--- src/hw/imst_cfg.svh ---
// register offsets, field positions, reset values and masks of the interrupt miss block
`ifndef IMST_CFG_SVH
`define IMST_CFG_SVH
// ****************************************
// register byte addresses
// ****************************************
`define IMST_FLAG_IDX 16'h4600
`define IMST_MISS_IDX 16'h4602
`define IMST_TRIG_IDX 16'h4638
`define IMST_STAT_IDX 16'h4640
`define IMST_MASK_IDX 16'h4642
// ****************************************
// field positions
// ****************************************
`define IMST_BIT_WDOG 15
`define IMST_BIT_FAULT 14
`define IMST_BIT_TMR 13
`define IMST_BIT_GPIO 12
`define IMST_BIT_ADC 11
`define IMST_BIT_LRX 10
`define IMST_BIT_LTX 9
`define IMST_BIT_LTMR 8
`define IMST_BIT_SEC 7
`define IMST_BIT_SC2 6
`define IMST_BIT_SC1 5
`define IMST_BIT_SLEEP 4
`define IMST_BIT_BB 3
`define IMST_BIT_DBG 2
`define IMST_BIT_SW 1
`define IMST_BIT_STAT_MISS 0
`define IMST_BIT_STAT_TRIG 1
// ****************************************
// masks and reset values
// ****************************************
`define IMST_MISS_USED 16'hFFFE
`define IMST_MISS_FREE 16'h3860
`define IMST_FLAG_PROT 16'h0010
`define IMST_RST_MISS 16'h0000
`define IMST_RST_FLAG 16'h0000
`define IMST_RST_TRIG 16'h0000
`define IMST_RST_STAT 2'h0
`define IMST_RST_MASK 2'h0
`endif

--- src/hw/imst_pkg.sv ---
// types shared by the interrupt miss block
package imst_pkg;
	typedef logic [15:0] imst_word_t;
	typedef logic [1:0] imst_ev_t;
endpackage

--- src/hw/imst_top.sv ---
// interrupt miss tracking, pending flags and software trigger with avalon-mm slave
`include "imst_cfg.svh"
module imst_top (
	// clock and reset
	input wire logic clk,
	input wire logic rst_b,
	// avalon-mm slave
	input wire logic [15:0] avs_address,
	input wire logic avs_read,
	input wire logic avs_write,
	input wire logic [15:0] avs_writedata,
	input wire logic [1:0] avs_byteenable,
	output logic [15:0] avs_readdata,
	output logic avs_waitrequest,
	// mode and sources
	input wire logic app_mode,
	input wire imst_pkg::imst_word_t source_event,
	// results
	output imst_pkg::imst_word_t pending_flags,
	output logic soft_irq_source,
	output logic irq
);
	import imst_pkg::*;

	// ****************************************
	// synchronisers for pins
	// ****************************************
	logic app_mode_s1;
	logic app_mode_s2;
	imst_word_t ev_s1;
	imst_word_t ev_s2;
	imst_word_t ev_prev;
	always_ff @(posedge clk or negedge rst_b) begin
		if (!rst_b) begin
			app_mode_s1 <= 1'b0;
			app_mode_s2 <= 1'b0;
			ev_s1 <= 16'h0000;
			ev_s2 <= 16'h0000;
			ev_prev <= 16'h0000;
		end else begin
			app_mode_s1 <= app_mode;
			app_mode_s2 <= app_mode_s1;
			ev_s1 <= source_event;
			ev_s2 <= ev_s1;
			ev_prev <= ev_s2;
		end
	end

	// ****************************************
	// bus decode
	// ****************************************
	// one wait cycle per access: waitrequest drops the cycle after the request appears
	logic ack;
	wire req = (avs_read | avs_write) & ~ack;
	// writes commit at the edge where the master samples waitrequest low
	wire do_wr = avs_write & ack;
	wire do_rd = avs_read & ~ack;
	wire imst_word_t be_mask = {{8{avs_byteenable[1]}}, {8{avs_byteenable[0]}}};
	wire sel_flag = avs_address == `IMST_FLAG_IDX;
	wire sel_miss = avs_address == `IMST_MISS_IDX;
	wire sel_trig = avs_address == `IMST_TRIG_IDX;
	wire sel_stat = avs_address == `IMST_STAT_IDX;
	wire sel_mask = avs_address == `IMST_MASK_IDX;

	imst_word_t miss;
	imst_word_t flag;
	imst_word_t trig;
	imst_ev_t stat;
	imst_ev_t mask;

	// ****************************************
	// source edges and write masks
	// ****************************************
	wire trig_wr = do_wr & sel_trig & (|avs_byteenable);
	// software source fires from the trigger; hardware sources on rising edges
	wire imst_word_t new_ev = ((ev_s2 & ~ev_prev) | {14'h0000, trig_wr, 1'b0})
		& `IMST_MISS_USED;
	// bits writable now: in app mode only the free group of miss, and every used flag bit except the protected one
	wire imst_word_t miss_wmask = (app_mode_s2 ? `IMST_MISS_FREE : `IMST_MISS_USED)
		& be_mask;
	wire imst_word_t flag_wmask = (app_mode_s2 ? ~`IMST_FLAG_PROT : `IMST_MISS_USED)
		& `IMST_MISS_USED & be_mask;
	wire miss_wr = do_wr & sel_miss;
	wire flag_wr = do_wr & sel_flag;
	// a new event while still pending is a miss; set wins over a clearing write
	wire imst_word_t miss_set = new_ev & flag;
	wire imst_word_t next_miss = (miss_wr ? ((miss & ~miss_wmask) | (avs_writedata & miss_wmask))
		: miss) | miss_set;
	wire imst_word_t next_flag = (flag_wr ? ((flag & ~flag_wmask) | (avs_writedata & flag_wmask))
		: flag) | new_ev;
	wire imst_word_t next_trig = trig_wr ? ((trig & ~be_mask) | (avs_writedata & be_mask))
		: trig;

	// ****************************************
	// interrupt status, read clears
	// ****************************************
	wire imst_ev_t stat_ev = {trig_wr, |miss_set};
	wire stat_rd = do_rd & sel_stat;
	wire imst_ev_t next_stat = (stat_rd ? 2'h0 : stat) | stat_ev;
	wire imst_ev_t next_mask = (do_wr & sel_mask & avs_byteenable[0]) ? avs_writedata[1:0] : mask;

	wire imst_word_t rd_mux = sel_flag ? flag :
		sel_miss ? (miss & `IMST_MISS_USED) :
		sel_trig ? trig :
		sel_stat ? {14'h0000, stat} :
		sel_mask ? {14'h0000, mask} : 16'h0000;

	// ****************************************
	// registers
	// ****************************************
	always_ff @(posedge clk or negedge rst_b) begin
		if (!rst_b) begin
			miss <= `IMST_RST_MISS;
			flag <= `IMST_RST_FLAG;
			trig <= `IMST_RST_TRIG;
			stat <= `IMST_RST_STAT;
			mask <= `IMST_RST_MASK;
		end else begin
			miss <= next_miss & `IMST_MISS_USED;
			flag <= next_flag;
			trig <= next_trig;
			stat <= next_stat;
			mask <= next_mask;
		end
	end

	always_ff @(posedge clk or negedge rst_b) begin
		if (!rst_b) begin
			ack <= 1'b0;
			avs_waitrequest <= 1'b1;
			avs_readdata <= 16'h0000;
			soft_irq_source <= 1'b0;
			pending_flags <= 16'h0000;
			irq <= 1'b0;
		end else begin
			ack <= req;
			avs_waitrequest <= ~req;
			avs_readdata <= do_rd ? rd_mux : 16'h0000;
			soft_irq_source <= trig_wr;
			pending_flags <= next_flag;
			irq <= |(next_stat & mask);
		end
	end
endmodule

--- config.mk ---
export PLATFORM = sky130hd
export DESIGN_NAME = imst_top
export DESIGN_NICKNAME = d
export VERILOG_FILES = /design/src/hw/imst_pkg.sv /design/src/hw/imst_top.sv
export VERILOG_INCLUDE_DIRS = /design/src /design/src/hw
export SDC_FILE = /design/constraint.sdc
export NUM_CORES = 1
export LEC_CHECK = 0
export BUFFER_PORTS_ARGS = -buffer_cell sky130_fd_sc_hd__buf_2
export CAP_MARGIN = 10
export CORE_MARGIN = 2
export CORE_UTILIZATION = 41
export DETAILED_ROUTE_END_ITERATION = 12
export PLACE_DENSITY = 0.59
export SYNTH_ARGS = -nofsm -noshare
export SYNTH_HDL_FRONTEND = slang
export SYNTH_SLANG_ARGS = --single-unit
--- constraint.sdc ---
create_clock -name clk -period 3.39 [get_ports clk]
set_input_delay 0.339 -clock clk [delete_from_list [all_inputs] [get_ports clk]]
set_output_delay 0.339 -clock clk [all_outputs]
set_load 0.02 [all_outputs]
==> flow_metrics.py <==
metrics = {
    "min_path": {
        "worstHoldPathCells": 3,
        "min-delay-path-class": "primary input to flip-flop",
        "hold_end": "flag[13]$_DFF_PN0_",
        "worstHoldStart": "avs_writedata[13]",
    },
    "route": {
        "viasPerCell": 5.03,
        "firstDrtPassIters": 5,
        "drtAntennaViolNets": 0,
        "drc": 0,
        "vias": 3060,
        "drtIter0Drc": 170,
        "wl_per_cell_um": 16.7,
        "drt_wl_total_mm": 10.2,
    },
    "timing": {
        "finalHoldViolCount": 0,
        "worstMarginPinSlew_ps": 633,
        "rsz0062_at_grt": "false",
        "whs_ps": 84.4,
        "finalSetupViolations": 0,
        "post-route-period-util": 0.594,
        "report.final.slew_viol_count": 0,
        "period_minus_slack_ps": 2010,
        "finalClockSkew_ps": 6.20,
        "finalSetupTns_ps": 0,
        "fmax_mhz": 497,
        "max-slew-margin-rel": 0.575,
    },
    "floorplan": {
        "io-pin-count": 90,
        "start_util": 0.415,
        "die_h_um": 108,
        "die_x_um": 108,
        "die_area_um2": 11700,
        "coreArea_um2": 10700,
        "rows": 38,
    },
    "clock_tree": {
        "clockBufferDepth": 2,
        "clock_latency_ps": 510,
        "tritoncts": "built",
        "ctsResizeCount": 0,
        "ctsHoldBuffers": 17,
        "numCtsBuffers": 17,
        "clkTransAtPathRegs_ps": 50,
        "cts_setup_buffers": 0,
        "cts_sinks": 117,
        "htree_levels": 4,
        "root_buffer": "clkbuf_8",
    },
    "final_layout": {
        "syn_to_final_growth_pct": 30.3,
        "drive_gt1_frac": 0.333,
        "final_cell_count_no_fill": 608,
        "nets": 514,
        "num_antenna_cells": 0,
    },
    "yosys": {
        "synth_flop_cell": "dfrtp_1",
        "synth_area_um2": 4460,
        "avgSynthCellArea_um2": 13.3,
        "yosysMostFrequentCell": "dfrtp_1",
        "syn_nets": 390,
        "synth_top_cell_area_share": 0.650,
        "netlist_instances": 335,
        "ys_async_sr_fraction": 1.00,
        "synth_cell_types": 50,
        "yosys_warnings": 0,
        "synth_common_cells": "116 x dfrtp_1, 23 x mux2i_1, 19 x nand2_1, 19 x nor2_1, 19 x o21ai_0",
        "yosys.area.top_type": "dfrtp_1",
        "synth_edf_count": 0,
        "synth_seq_cells": 117,
        "synth_area_leaders": "dfrtp_1 65%, mux2i_1 5.2%, mux2_2 4.5%",
        "yosysSeqAreaShare": 0.656,
    },
    "critical_path": {
        "slowest_stage": "or3b_2",
        "r2r_start": "flag[12]$_DFF_PN0_",
        "crit_required_ps": 3780,
        "critPathMaxStageDelay_ps": 500,
        "worstPathMaxFanout": 4,
        "critPathTopFamily": "simple AND/OR/NAND/NOR gates",
        "start_kind": "flip-flop",
        "worstSetupEndpointType": "flip-flop",
        "critical_path_class": "flip-flop to flip-flop",
        "arrival_ps": 2410,
        "r2r_setup_slack_ps": 1380,
        "crit_start": "flag[12]$_DFF_PN0_",
        "critPathBufInv": 0,
        "critical_path.cell_chain": "nand3b_1, nand4_1, or3b_2, a2111o_1, a22o_1",
        "r2r-end": "irq$_DFF_PN0_",
        "rr_worst_depth": 5,
    },
    "power": {
        "switching_share": 0.206,
        "p_int_w": 0.00253,
        "seq_power_share": 0.454,
        "clockPowerShare": 0.503,
        "pwr_density_cell_nw_per_um2": 548,
        "vdd_ir_drop_max_mv": 0.362,
        "p_comb_frac": 0.043,
        "leakage_nw": 2.74,
        "power.switching_w": 0.000656,
    },
    "global_route": {
        "grt_pass1_vias": 3277,
        "grt_pass1_wl_mm": 16.2,
        "grt_usage": 0.188,
        "grt_overflow": 0,
        "grt_start_max_net_pins": 46,
        "antenna_found_initial": 0,
    },
    "flow_run": {
        "maxCapViolCount": 0,
    },
    "outcome": {
        "status": "finished, final reports clean",
    },
    "placed_design": {
        "place.gp.congestion": 0.787,
        "portBuffers": 87,
        "place_hpwl_mm": 6.91,
        "dp.cells": 563,
    },
}
final cells by class:
| cell class | count | area (um^2) |
|---|---|---|
| clock inverters | 5 | 50.0 |
| flip-flops and latches | 117 | 2930 |
| inverters | 16 | 60.1 |
| repair buffers | 113 | 676 |
| multi-input cells | 194 | 1440 |
| clock buffers | 23 | 487 |
| well taps | 140 | 175 |
| fillers | 942 | 4930 |
cells by family (layout without fill, tap and decap cells):
group           count (synthesis)  count (layout)  synth area share
flops                         117             117             0.656
simple gates                  107             107             0.149
compound gates                 45              45            0.0757
mux                            41              41            0.0970
buf+inv                        24             157            0.0216
other cells                     1               1          0.000840
placed cells by master, fill, tap and decap left out, drive strengths merged, types with 3 or more instances in the layout:
cell	count
nor4b	3
o21ai	19
or2	4
dlygate4sd3	17
nand2	19
and3	4
buf	96
nand4	4
clkbuf	23
nand3	12
clkinv	4
inv	16
mux2	18
dfrtp	116
a222oi	14
nand3b	12
nor3	6
mux2i	23
nor2	19
nor4	5
nand2b	4
power by group through the flow:
stage / logic [W] / registers [W] / clock network [W]
CTS: 0.000141 / 0.00145 / 0.00164
global route: 0.000155 / 0.00145 / 0.00171
finish: 0.000138 / 0.00145 / 0.00160
detailed placement: 0.000125 / 0.00147 / 0
floorplan: 0.0000392 / 0.00147 / 0
global placement: 0.000123 / 0.00147 / 0
per-stage QoR:
| stage | utilization | setup WS [ps] | power, W | instance area (um^2) |
|---|---|---|---|---|
| 2_1_floorplan | - | 1170 | 0.00151 | 4460 |
| 3_3_place_gp | 0.475 | 907 | 0.00159 | 5110 |
| 3_5_place_dp | 0.475 | 885 | 0.00160 | 5110 |
| 4_1_cts | 0.541 | 1360 | 0.00323 | 5820 |
| 5_1_grt | 0.541 | 1270 | 0.00332 | 5820 |
| 6_report | 0.541 | 1380 | 0.00319 | 5820 |
tightest hold or removal path, delay by kind of cell:
kind	cells	cell delay (ps)
buffers and inverters	1	100
muxes	1	60
AOI/OAI and AO/OA	1	60
worst max-delay path by stage:
stage                         end  depth (start not counted)
2_1_floorplan       irq$_DFF_PN0_                          5
3_3_place_gp   miss[15]$_DFF_PN0_                          6
3_5_place_dp   miss[14]$_DFF_PN0_                          6
4_1_cts             irq$_DFF_PN0_                          5
5_1_grt        miss[15]$_DFF_PN0_                          6
6_report            irq$_DFF_PN0_                          5
metal layers:
metal  global-route usage  vias up  routed length [um]
met5                    0        -                   0
met4               0.0760        0                 120
met3               0.0693        9                 636
met2                0.311       88                5080
met1                0.222     1496                4340
li1                     -     1467                   -
Note: power is estimated with default switching activity, not from simulation.
